[src/core/pbc_pkg.sv]
// ----------------------------------------------------------------------------
// Shared constants for the basic mode control register block.
// ----------------------------------------------------------------------------
package pbc_pkg;

    // ------------------------------------------------------------------------
    // Clock and timing.
    // ------------------------------------------------------------------------
    // Core clock rate in hertz.
    localparam int unsigned PBC_CLK_FREQ_HZ       = 20000000;
    // Longest loopback dead time in milliseconds.
    localparam int unsigned PBC_LOOP_DEAD_MS      = 720;
    // Dead time in clock cycles, rounded down as a longest time.
    localparam int unsigned PBC_LOOP_DEAD_CYCLES  = PBC_LOOP_DEAD_MS * (PBC_CLK_FREQ_HZ / 1000);
    // Length of the soft reset sequence in clock cycles.
    localparam int unsigned PBC_SOFT_RST_CYCLES   = 16;
    // Width of the sequence counters.
    localparam int unsigned PBC_CNT_W             = 24;

    // ------------------------------------------------------------------------
    // Register map.
    // ------------------------------------------------------------------------
    // Byte address of the basic control register.
    localparam logic [7:0]  PBC_BASIC_CONTROL_OFS = 8'h00;
    // Reset value: 100 Mbps, negotiation enabled, full duplex.
    localparam logic [15:0] PBC_BASIC_CONTROL_RST = 16'h3100;

    // ------------------------------------------------------------------------
    // Field positions.
    // ------------------------------------------------------------------------
    localparam int unsigned PBC_F_SOFT_RST   = 15;
    localparam int unsigned PBC_F_LOOPBACK   = 14;
    localparam int unsigned PBC_F_SPEED      = 13;
    localparam int unsigned PBC_F_AN_EN      = 12;
    localparam int unsigned PBC_F_POWER_DOWN = 11;
    localparam int unsigned PBC_F_ISOLATE    = 10;
    localparam int unsigned PBC_F_AN_RESTART = 9;
    localparam int unsigned PBC_F_DUPLEX     = 8;
    localparam int unsigned PBC_F_COL_TEST   = 7;

    // ------------------------------------------------------------------------
    // Bus handshake phase.
    // ------------------------------------------------------------------------
    typedef enum logic [0:0] {
        PBC_BUS_IDLE = 1'b0,
        PBC_BUS_ACK  = 1'b1
    } pbc_bus_t;

endpackage

[src/core/pbc_basic_control.sv]
// Summary of operation
// - bit 15 soft reset, self-clears, reads one
// - bit 14 loopback, 100M dead time blanking
// - bit 13 speed, reads negotiated when enabled
// - bit 12 negotiation enable, status replaces manual
// - bit 11 power down, bus still answers
// - no spurious MII activity while powered down
// - bit 9 restart, held until negotiation begins
// - restart ignored while negotiation disabled
// - clearing restart never aborts running negotiation
// - bit 8 duplex, reads negotiated when enabled
// - bit 7 collision test ties COL to TX_EN
// - bits 6 to 0 read zero, writes ignored
`timescale 1ns/1ps
`default_nettype none
module pbc_basic_control
    import pbc_pkg::*;
#(
    parameter int unsigned DEAD_CYCLES = PBC_LOOP_DEAD_CYCLES,
    parameter int unsigned RST_CYCLES  = PBC_SOFT_RST_CYCLES
) (
    input  wire logic        sys_clk,
    input  wire logic        nrst,
    input  wire logic        psel,
    input  wire logic        penable,
    input  wire logic        pwrite,
    input  wire logic [7:0]  paddr,
    input  wire logic [31:0] pwdata,
    output var  logic        pready,
    output var  logic [31:0] prdata,
    output var  logic        pslverr,
    input  wire logic        an_speed_100,
    input  wire logic        an_full_duplex,
    input  wire logic        an_started,
    input  wire logic        tx_en,
    input  wire logic        phy_col,
    input  wire logic        phy_rx_dv,
    input  wire logic [3:0]  phy_rxd,
    output var  logic        loopback_en,
    output var  logic        speed_100,
    output var  logic        full_duplex,
    output var  logic        autoneg_en,
    output var  logic        power_down,
    output var  logic        isolate,
    output var  logic        an_restart,
    output var  logic        col_test,
    output var  logic        regs_soft_rst,
    output var  logic        rx_blank,
    output var  logic        mii_col,
    output var  logic        mii_rx_dv,
    output var  logic [3:0]  mii_rxd
);

    // ------------------------------------------------------------------------
    // Declarations.
    // ------------------------------------------------------------------------
    pbc_bus_t    bus_reg;        // Handshake phase of the bus slave.
    logic        loop_reg;       // Loopback control.
    logic        loop_prev_reg;  // Loopback one cycle ago, for the rising edge.
    logic        speed_reg;      // Manual speed selection.
    logic        an_en_reg;      // Negotiation enable.
    logic        pd_reg;         // Power down control.
    logic        iso_reg;        // Isolate control.
    logic        restart_reg;    // Pending negotiation restart.
    logic        duplex_reg;     // Manual duplex selection.
    logic        coltest_reg;    // Collision test control.
    logic        addr_hit;       // Address decodes to the control register.
    logic        rd_take;        // Access cycle that answers this edge.
    logic        wr_commit;      // Write completes at this edge.
    logic        rst_start;      // Soft reset begins at this edge.
    logic        rst_busy;       // Soft reset sequence is running.
    logic        dead_start;     // Loopback dead time begins.
    logic        speed_eff;      // Speed in force.
    logic        duplex_eff;     // Duplex in force.
    logic [15:0] rd_word;        // Value a read returns.

    // ------------------------------------------------------------------------
    // Bus decode.
    // ------------------------------------------------------------------------
    // The register sits in one aligned word; every other address errors.
    assign addr_hit  = (paddr == PBC_BASIC_CONTROL_OFS);
    // First access edge: the answer is prepared and pready raised.
    assign rd_take   = psel && penable && (bus_reg == PBC_BUS_IDLE);
    // Second access edge: pready is high, so the write takes effect here.
    assign wr_commit = psel && penable && (bus_reg == PBC_BUS_ACK) && pwrite && addr_hit;
    // A write of one to bit 15 launches the soft reset unless one is running.
    assign rst_start = wr_commit && pwdata[PBC_F_SOFT_RST] && !rst_busy;

    // Negotiated results replace the manual choices while negotiation is on.
    assign speed_eff  = an_en_reg ? an_speed_100 : speed_reg;
    assign duplex_eff = an_en_reg ? an_full_duplex : duplex_reg;

    // Read image of the register.
    always_comb begin
        rd_word                   = 16'h0000;
        rd_word[PBC_F_SOFT_RST]   = rst_busy;
        rd_word[PBC_F_LOOPBACK]   = loop_reg;
        rd_word[PBC_F_SPEED]      = speed_eff;
        rd_word[PBC_F_AN_EN]      = an_en_reg;
        rd_word[PBC_F_POWER_DOWN] = pd_reg;
        rd_word[PBC_F_ISOLATE]    = iso_reg;
        rd_word[PBC_F_AN_RESTART] = restart_reg;
        rd_word[PBC_F_DUPLEX]     = duplex_eff;
        rd_word[PBC_F_COL_TEST]   = coltest_reg;
    end

    // ------------------------------------------------------------------------
    // Bus slave.
    // ------------------------------------------------------------------------
    // One wait state: pready rises in the second access cycle and drops after.
    // Power down does not touch this path, so management keeps working.
    always_ff @(posedge sys_clk or negedge nrst) begin
        if (!nrst) begin
            bus_reg <= PBC_BUS_IDLE;
            pready  <= 1'b0;
            prdata  <= 32'h0000_0000;
            pslverr <= 1'b0;
        end else if (rd_take) begin
            bus_reg <= PBC_BUS_ACK;
            pready  <= 1'b1;
            prdata  <= (addr_hit && !pwrite) ? {16'h0000, rd_word} : 32'h0000_0000;
            pslverr <= !addr_hit;
        end else begin
            bus_reg <= PBC_BUS_IDLE;
            pready  <= 1'b0;
            prdata  <= 32'h0000_0000;
            pslverr <= 1'b0;
        end
    end

    // ------------------------------------------------------------------------
    // Control fields.
    // ------------------------------------------------------------------------
    // Soft reset loads the defaults; writes during the sequence are ignored.
    always_ff @(posedge sys_clk or negedge nrst) begin
        if (!nrst) begin
            loop_reg    <= PBC_BASIC_CONTROL_RST[PBC_F_LOOPBACK];
            speed_reg   <= PBC_BASIC_CONTROL_RST[PBC_F_SPEED];
            an_en_reg   <= PBC_BASIC_CONTROL_RST[PBC_F_AN_EN];
            pd_reg      <= PBC_BASIC_CONTROL_RST[PBC_F_POWER_DOWN];
            iso_reg     <= PBC_BASIC_CONTROL_RST[PBC_F_ISOLATE];
            duplex_reg  <= PBC_BASIC_CONTROL_RST[PBC_F_DUPLEX];
            coltest_reg <= PBC_BASIC_CONTROL_RST[PBC_F_COL_TEST];
        end else if (rst_start) begin
            loop_reg    <= PBC_BASIC_CONTROL_RST[PBC_F_LOOPBACK];
            speed_reg   <= PBC_BASIC_CONTROL_RST[PBC_F_SPEED];
            an_en_reg   <= PBC_BASIC_CONTROL_RST[PBC_F_AN_EN];
            pd_reg      <= PBC_BASIC_CONTROL_RST[PBC_F_POWER_DOWN];
            iso_reg     <= PBC_BASIC_CONTROL_RST[PBC_F_ISOLATE];
            duplex_reg  <= PBC_BASIC_CONTROL_RST[PBC_F_DUPLEX];
            coltest_reg <= PBC_BASIC_CONTROL_RST[PBC_F_COL_TEST];
        end else if (wr_commit && !rst_busy) begin
            loop_reg    <= pwdata[PBC_F_LOOPBACK];
            speed_reg   <= pwdata[PBC_F_SPEED];
            an_en_reg   <= pwdata[PBC_F_AN_EN];
            pd_reg      <= pwdata[PBC_F_POWER_DOWN];
            iso_reg     <= pwdata[PBC_F_ISOLATE];
            duplex_reg  <= pwdata[PBC_F_DUPLEX];
            coltest_reg <= pwdata[PBC_F_COL_TEST];
        end
    end

    // Restart is only accepted with negotiation enabled in the same word.
    // A written zero never drops it: the engine starting or negotiation turning off clears it,
    // and a new request in that same cycle wins.
    always_ff @(posedge sys_clk or negedge nrst) begin
        if (!nrst) begin
            restart_reg <= PBC_BASIC_CONTROL_RST[PBC_F_AN_RESTART];
        end else if (rst_start) begin
            restart_reg <= PBC_BASIC_CONTROL_RST[PBC_F_AN_RESTART];
        end else if (wr_commit && !rst_busy && pwdata[PBC_F_AN_RESTART]
                     && pwdata[PBC_F_AN_EN]) begin
            restart_reg <= 1'b1;
        end else if (an_started || !an_en_reg) begin
            restart_reg <= 1'b0;
        end else if (wr_commit && !rst_busy && !pwdata[PBC_F_AN_EN]) begin
            // Turning negotiation off drops a pending request at once.
            restart_reg <= 1'b0;
        end
    end

    // ------------------------------------------------------------------------
    // Sequence timers.
    // ------------------------------------------------------------------------
    // Soft reset keeps bit 15 high and the other registers in reset.
    pbc_timer #(
        .CNT_W (PBC_CNT_W),
        .COUNT (RST_CYCLES)
    ) u_rst_timer (
        .sys_clk (sys_clk),
        .nrst    (nrst),
        .start   (rst_start),
        .busy    (rst_busy),
        .done    ()
    );

    // Loopback turned on at 100 Mbps blanks receive data for the dead time.
    assign dead_start = loop_reg && !loop_prev_reg && speed_eff;

    pbc_timer #(
        .CNT_W (PBC_CNT_W),
        .COUNT (DEAD_CYCLES)
    ) u_dead_timer (
        .sys_clk (sys_clk),
        .nrst    (nrst),
        .start   (dead_start),
        .busy    (rx_blank),
        .done    ()
    );

    // Loopback history for edge detection.
    always_ff @(posedge sys_clk or negedge nrst) begin
        if (!nrst) begin
            loop_prev_reg <= 1'b0;
        end else begin
            loop_prev_reg <= loop_reg;
        end
    end

    // ------------------------------------------------------------------------
    // Outputs to the PHY core.
    // ------------------------------------------------------------------------
    // Registered copies of the controls in force.
    always_ff @(posedge sys_clk or negedge nrst) begin
        if (!nrst) begin
            loopback_en   <= 1'b0;
            speed_100     <= 1'b0;
            full_duplex   <= 1'b0;
            autoneg_en    <= 1'b0;
            power_down    <= 1'b0;
            isolate       <= 1'b0;
            an_restart    <= 1'b0;
            col_test      <= 1'b0;
            regs_soft_rst <= 1'b0;
        end else begin
            loopback_en   <= loop_reg;
            speed_100     <= speed_eff;
            full_duplex   <= duplex_eff;
            autoneg_en    <= an_en_reg;
            power_down    <= pd_reg;
            isolate       <= iso_reg;
            an_restart    <= restart_reg;
            col_test      <= coltest_reg;
            regs_soft_rst <= rst_busy;
        end
    end

    // ------------------------------------------------------------------------
    // Internal MII outputs.
    // ------------------------------------------------------------------------
    // Power down and isolate force the outputs quiet; the dead time blanks
    // receive. Collision test mirrors TX_EN onto COL.
    always_ff @(posedge sys_clk or negedge nrst) begin
        if (!nrst) begin
            mii_col   <= 1'b0;
            mii_rx_dv <= 1'b0;
            mii_rxd   <= 4'h0;
        end else if (pd_reg || iso_reg) begin
            mii_col   <= 1'b0;
            mii_rx_dv <= 1'b0;
            mii_rxd   <= 4'h0;
        end else begin
            mii_col   <= phy_col || (coltest_reg && tx_en);
            mii_rx_dv <= phy_rx_dv && !rx_blank;
            mii_rxd   <= rx_blank ? 4'h0 : phy_rxd;
        end
    end
endmodule
`default_nettype wire

[src/core/pbc_timer.sv]
`timescale 1ns/1ps
`default_nettype none
// ----------------------------------------------------------------------------
// One-shot sequence timer: busy for exactly COUNT cycles after start.
// ----------------------------------------------------------------------------
module pbc_timer #(
    parameter int unsigned CNT_W = 24,
    parameter int unsigned COUNT = 16
) (
    input  wire logic sys_clk,
    input  wire logic nrst,
    input  wire logic start,
    output var  logic busy,
    output var  logic done
);

    // Remaining cycles of the running sequence.
    logic [CNT_W-1:0] cnt_reg;

    // A start while running is ignored so a sequence always runs to its end.
    always_ff @(posedge sys_clk or negedge nrst) begin
        if (!nrst) begin
            cnt_reg <= '0;
            busy    <= 1'b0;
            done    <= 1'b0;
        end else if (start && !busy) begin
            cnt_reg <= CNT_W'(COUNT - 1);
            busy    <= 1'b1;
            done    <= 1'b0;
        end else if (busy && cnt_reg == '0) begin
            busy    <= 1'b0;
            done    <= 1'b1;
        end else begin
            cnt_reg <= busy ? cnt_reg - 1'b1 : cnt_reg;
            done    <= 1'b0;
        end
    end

endmodule
`default_nettype wire

[config.mk]
export PLATFORM = sky130hd
export DESIGN_NAME = pbc_basic_control
export DESIGN_NICKNAME = d
export VERILOG_FILES = /design/src/core/pbc_pkg.sv /design/src/core/pbc_basic_control.sv /design/src/core/pbc_timer.sv
export SDC_FILE = /design/constraint.sdc
export NUM_CORES = 1
export LEC_CHECK = 0
export BUFFER_PORTS_ARGS = -buffer_cell sky130_fd_sc_hd__buf_4
export CELL_PAD_IN_SITES_DETAIL_PLACEMENT = 1
export CELL_PAD_IN_SITES_GLOBAL_PLACEMENT = 1
export CORE_MARGIN = 3
export CORE_UTILIZATION = 42
export DETAILED_ROUTE_END_ITERATION = 8
export GPL_TIMING_DRIVEN = 1
export PLACE_DENSITY = 0.79
export RECOVER_POWER = 25
export SLEW_MARGIN = 20
export SYNTH_ARGS = -nofsm -noshare
export SYNTH_HDL_FRONTEND = slang
export SYNTH_HIERARCHICAL = 1
export SYNTH_SLANG_ARGS = --single-unit
[constraint.sdc]
create_clock -name sys_clk -period 3.2 [get_ports sys_clk]
set_clock_uncertainty 0.2 [all_clocks]
set_input_delay 0 -clock sys_clk [delete_from_list [all_inputs] [get_ports sys_clk]]
set_output_delay 0 -clock sys_clk [all_outputs]
set_load 0.05 [all_outputs]
==> results.txt, run 1 <==
global-route usage over all layers -> 23.4%
PostCTS Resize Cnt -> 0
CP Launch Point -> paddr[6]
port bufs -> 58
Initial Utilization -> 44.1%
Detailed Route Iter0 Violations -> 208
Area growth, synth to finish -> 23.8%
hpwl dp -> 7.45 mm
post-route ant nets -> 0
CTS max path bufs -> 2
syn avg cell area -> 10.3 um2
setup TNS -> 0 ns
cells along the critical path -> dlygate4sd3_1 > buf_4 > or4_4 > dlygate4sd3_1 > nor4_1 > o22a_2 > dlygate4sd3_1
GPL Wtd Cong -> 0.777
failing checks -> capacitance limit, slew limit
Final Power -> 2.27 mW
vias in the first global route -> 3946
synthesized area -> 0.00441 mm2
Worst Path Arrival -> 2.75 ns
HP Start -> paddr[4]
setup slack after layout -> 0.552 ns
Critical Path RT -> 3.30 ns
Slew Limit Fails -> 85
Setup crit start kind -> input pin
Net count, final -> 580
root buffer cell -> clkbuf_8
clock sinks -> 84
RSZ-0062 raised after global routing -> false
outcome -> complete, but fails checks
die footprint -> 0.0118 mm2
RR Startpoint -> an_en_reg
Clock Latency Late Sink -> 0.36 ns
drt pass-1 iters -> 4
max cap viols -> 1
crit share post-route -> 82.7%
Period minus WS final -> 2.65 ns
vias per std cell -> 5.63
die extent in x -> 108 um
CP bufs+invs -> 4
Mapped Cells -> 427
Worst path max stage delay -> 0.62 ns
critical path class -> in -> reg
Peak Freq -> 378 MHz
most frequent CP cell -> dlygate4sd3_1
initial antenna violation count -> 0
Die Y -> 108 um
IO Count -> 105
H-tree depth -> 3
P per Cell Area -> 415 mW/mm2
slowest stage cell, crit path -> dlygate4sd3_1
vias post-DR -> 3710
Crit path max-delay family -> buffers and inverters
Worst IR Drop VDD -> 0.176 mV
Worst-Margin Slew -> 2.09 ns
row count -> 36
pre-CTS WS -> 0.665 ns
CP Capture Type -> flop
Layout Cells excl Fill -> 659
first-pass GRT wire length -> 21.1 mm
placed cells -> 606
layout cells sized above 1 -> 19.6%
Clock Pin Slew Worst Setup and Hold Paths -> 0.09 ns
# DRC -> 0
static leakage -> 2.33 nW
number of diodes -> 0
pin count of the biggest net entering global routing -> 85
Num CTS Buffers -> 9
WL/cell -> 19.9 um
count of warnings emitted by yosys -> 6
core area -> 0.0100 mm2
CTS tree -> done
crit-path max FO -> 3
type of the most critical hold path -> in -> reg
final-report hold violation count -> 0
GR Overflow Total -> 0
fill count -> 1117
Routed WL -> 13.1 mm
Worst slew margin -> -39.1%
count of final setup violators -> 0
-- layout by cell type, fill, tap and decap left out, types with 3 or more instances in the layout --
cell type	n
a2111oi_0	3
a211oi_1	5
a21oi_1	8
and2_1	16
buf_4	63
clkbuf_8	10
conb_1	23
dfrtp_1	81
dlygate4sd3_1	37
ha_1	4
inv_1	11
mux2_4	4
mux2i_1	29
nand2_1	25
nand2b_1	9
nand3_1	10
nand4_1	7
nor2_1	31
nor2b_1	9
nor3_1	16
nor4_1	18
o211ai_1	3
o21ai_0	11
o311ai_0	5
o31ai_1	9
o41ai_1	3
or2_2	4
or3_1	15
or4_1	11
or4_4	5
-- worst reg2reg max path: stages (launching register included) --
cell     delay, ns
dfstp_1       0.67
mux2i_1       0.16
nor3b_1       0.53
nor2b_1       0.44
buf_4         0.24
nor2_1        0.05
mux2i_1       0.14
-- where the power goes --
group          internal (mW)  switching, mW  leakage [nW]
Combinational         0.0948          0.178          1.22
Sequential              1.09         0.0444          1.01
Clock                  0.461          0.394         0.107
Total                   1.65          0.616          2.33
-- metrics by stage --
stage          util (%)  hold WS (ns)  cell area (um2)
3_3_place_gp       48.7        0.0153             4870
6_report           54.6        0.0720             5460
2_1_floorplan         -        -0.496             4490
3_5_place_dp       48.7        0.0163             4870
4_1_cts            54.6        0.0483             5460
5_1_grt            54.6        0.0658             5460
-- final cells by class --
cell class              count  area (um2)  area share (%)
clock buffers              12         145            2.66
well taps                 133         166            3.05
multi-input cells         314        2080            38.1
inverters                  11        41.3           0.757
clock inverters             4        72.6            1.33
repair buffers            101         848            15.5
flip-flops and latches     84        2110            38.6
-- timing repair --
item	4_1_cts	5_1_grt
endpoints found under the hold margin	109	0
setup buffers	0	0
hold buffers	37	0
-- metal layers --
layer	vias to the layer above	global-route usage, %	wire length, um
li1	1716	-	-
met1	1872	28.1	5400
met2	103	41.8	6870
met3	19	3.34	564
met4	0	9.20	256
met5	-	0	0
-- path summary, 6_finish.rpt --
check | cells past startpoint | slack (ns) | end
max | 7 | 0.55 | restart_reg
max in group asynchronous | 2 | 1.01 | u_dead_timer/cnt_reg[4]
min | 4 | 0.07 | loop_reg
min reg2reg | 0 | 0.23 | an_restart
min in group asynchronous | 2 | 0.58 | prdata[12]
max reg2reg | 6 | 0.67 | u_dead_timer/cnt_reg[5]
Note: power is estimated with default switching activity, not from simulation.
==> run 2: changes to the inputs <==
--- a/config.mk
+++ b/config.mk
@@ -9,10 +9,10 @@
 export CELL_PAD_IN_SITES_DETAIL_PLACEMENT = 1
 export CELL_PAD_IN_SITES_GLOBAL_PLACEMENT = 1
 export CORE_MARGIN = 3
-export CORE_UTILIZATION = 42
+export CORE_UTILIZATION = 37
 export DETAILED_ROUTE_END_ITERATION = 8
 export GPL_TIMING_DRIVEN = 1
-export PLACE_DENSITY = 0.79
+export PLACE_DENSITY = 0.73
 export RECOVER_POWER = 25
 export SLEW_MARGIN = 20
 export SYNTH_ARGS = -nofsm -noshare
==> constraint.sdc (replaced) <==
create_clock -name sys_clk -period 2.2 [get_ports sys_clk]
set_clock_uncertainty 0.2 [all_clocks]
set_input_delay 0 -clock sys_clk [delete_from_list [all_inputs] [get_ports sys_clk]]
set_output_delay 0 -clock sys_clk [all_outputs]
set_load 0.05 [all_outputs]
==> run 2 against run 1 <==
Effect of this change:
- the flow finishes with violations (setup timing)
- global-route usage decreased by 1.0 points
- clock power grew 82%
- total power is 63% higher
- design area increased by 22%
- worst hold slack improved by 0.0095 ns
- sequential share of layout area shrank 6.9 points
- cell count is 14% higher
- die area is 13% higher
- critical path type is now reg -> reg
==> results.txt, run 2 (synthesis results as in run 1) <==
area post-placement -> 0.00542 mm2
vias per std cell -> 5.53
most common cell after layout, fill and taps aside -> buf_4
crit-path max FO -> 7
area of the multi-input gates -> 0.00253 mm2
Detailed Route Iter0 Violations -> 189
failing checks -> setup timing
RR Startpoint -> u_rst_timer/cnt_reg[4]
first-pass GRT wire length -> 23.4 mm
GPL Wtd Cong -> 0.824
GR Overflow Total -> 0
hpwl dp -> 9.02 mm
Reg area -> 0.00211 mm2
Slew Limit Fails -> 0
static leakage -> 2.87 nW
Peak Freq -> 431 MHz
Net count, final -> 661
IO Count -> 105
Setup crit start kind -> flop
global-route usage over all layers -> 22.3%
layout cells sized above 1 -> 40.5%
number of diodes -> 0
R2R Path End -> u_rst_timer/cnt_reg[5]
hold-critical path depth -> 5
Worst IR Drop VDD -> 0.407 mV
Sw Ratio -> 26.8%
setup TNS -> -0.777 ns
Period minus WS final -> 2.32 ns
CTS tree -> done
vias in the first global route -> 4504
Num CTS Buffers -> 9
max cap viols -> 0
Comb power frac -> 13.3%
die extent in x -> 115 um
row count -> 39
Critical Path RT -> 2.26 ns
root buffer cell -> clkbuf_16
Area growth, synth to finish -> 50.8%
port bufs -> 58
count of final setup violators -> 14
Worst-Margin Slew -> 1.36 ns
RSZ-0062 raised after global routing -> true
P per Cell Area -> 555 mW/mm2
core area -> 0.0115 mm2
Clock Latency Late Sink -> 0.34 ns
Net Switching -> 989 uW
WHS Endpoint -> speed_reg
drt pass-1 iters -> 4
Worst Path Arrival -> 2.37 ns
setup slack after layout -> -0.118 ns
outcome -> complete, but fails checks
most frequent cells in the layout -> 137 x buf_4, 80 x dfrtp_1, 34 x dlygate4sd3_1, 30 x nor2_1, 29 x mux2i_1
final-report hold violation count -> 0
Initial Utilization -> 38.3%
crit share post-route -> 105%
Reg power frac -> 44.5%
initial antenna violation count -> 0
Clock Pin Slew Worst Setup and Hold Paths -> 0.06 ns
Finished Cell Area -> 0.00665 mm2
CP Capture Type -> flop
Clk pwr share -> 42.2%
vias post-DR -> 4149
Final Power -> 3.69 mW
Internal Power -> 2.70 mW
type of the most critical hold path -> in -> reg
Routed WL -> 15.5 mm
critical path class -> reg -> reg
fill count -> 1235
HP Start -> paddr[2]
R2R cell count -> 4
clock sinks -> 84
# DRC -> 0
Fin Hold WS -> 0.0816 ns
die footprint -> 0.0133 mm2
Die Y -> 115 um
WL/cell -> 20.7 um
H-tree depth -> 3
pre-CTS WS -> -0.161 ns
CTS max path bufs -> 2
pin count of the biggest net entering global routing -> 53
Worst slew margin -> 9.14%
reg-to-reg setup timing slack -> -0.12 ns
post-route ant nets -> 0
[run 2: worst max-delay path by stage]
stage | start | to | slack [ns] | cells past startpoint
2_1_floorplan | u_rst_timer/cnt_reg[11] | u_rst_timer/cnt_reg[0] | -0.06 | 6
3_3_place_gp | u_rst_timer/cnt_reg[6] | u_rst_timer/cnt_reg[21] | -0.08 | 4
3_5_place_dp | u_rst_timer/cnt_reg[6] | u_rst_timer/cnt_reg[21] | -0.16 | 4
4_1_cts | u_rst_timer/cnt_reg[6] | u_rst_timer/cnt_reg[13] | -0.09 | 4
5_1_grt | u_rst_timer/busy | u_rst_timer/cnt_reg[3] | -0.18 | 9
6_report | u_rst_timer/cnt_reg[4] | u_rst_timer/cnt_reg[5] | -0.12 | 4
[run 2: stage by stage]
step,util [%],std cells
2_1_floorplan,-,449
3_3_place_gp,47.0,679
3_5_place_dp,47.0,679
4_1_cts,53.8,733
5_1_grt,57.7,750
6_report,57.7,750
[run 2: power by group through the flow]
stage	logic (mW)	clock network [mW]	registers [mW]
floorplan	0.209	0	1.70
global placement	0.389	0	1.65
detailed placement	0.405	0	1.66
CTS	0.454	1.58	1.63
global route	0.524	1.65	1.65
finish	0.489	1.56	1.64
[run 2: area by class of cell]
| cell class | instances | area share, % |
|---|---|---|
| timing repair buffer | 181 | 22.3 |
| clock buffer | 11 | 3.65 |
| sequential | 84 | 31.7 |
| inverter | 11 | 0.621 |
| multi-input combinational | 315 | 38.1 |
| tap | 143 | 2.69 |
| clock inverter | 5 | 0.904 |
[run 2: worst max-delay path: stages (launching register included)]
cell and delay, ns:
dfrtp_1 0.38, or4_4 0.59, or4_4 0.62, o21ai_4 0.21
mux2i_1 0.23
[run 2: layer usage]
layer,wire length [um],global-route usage (%)
met5,0,0
met4,367,7.75
met3,441,4.05
met2,8740,41.1
met1,5990,25.9
[run 2: what timing repair did]
action	CTS	global route
pin swaps	5	20
hold buffers	34	0
hold endpoints to repair	100	0
setup buffers	3	17
setup endpoints to repair	40	44
gates resized for setup	22	60
cloned	1	0
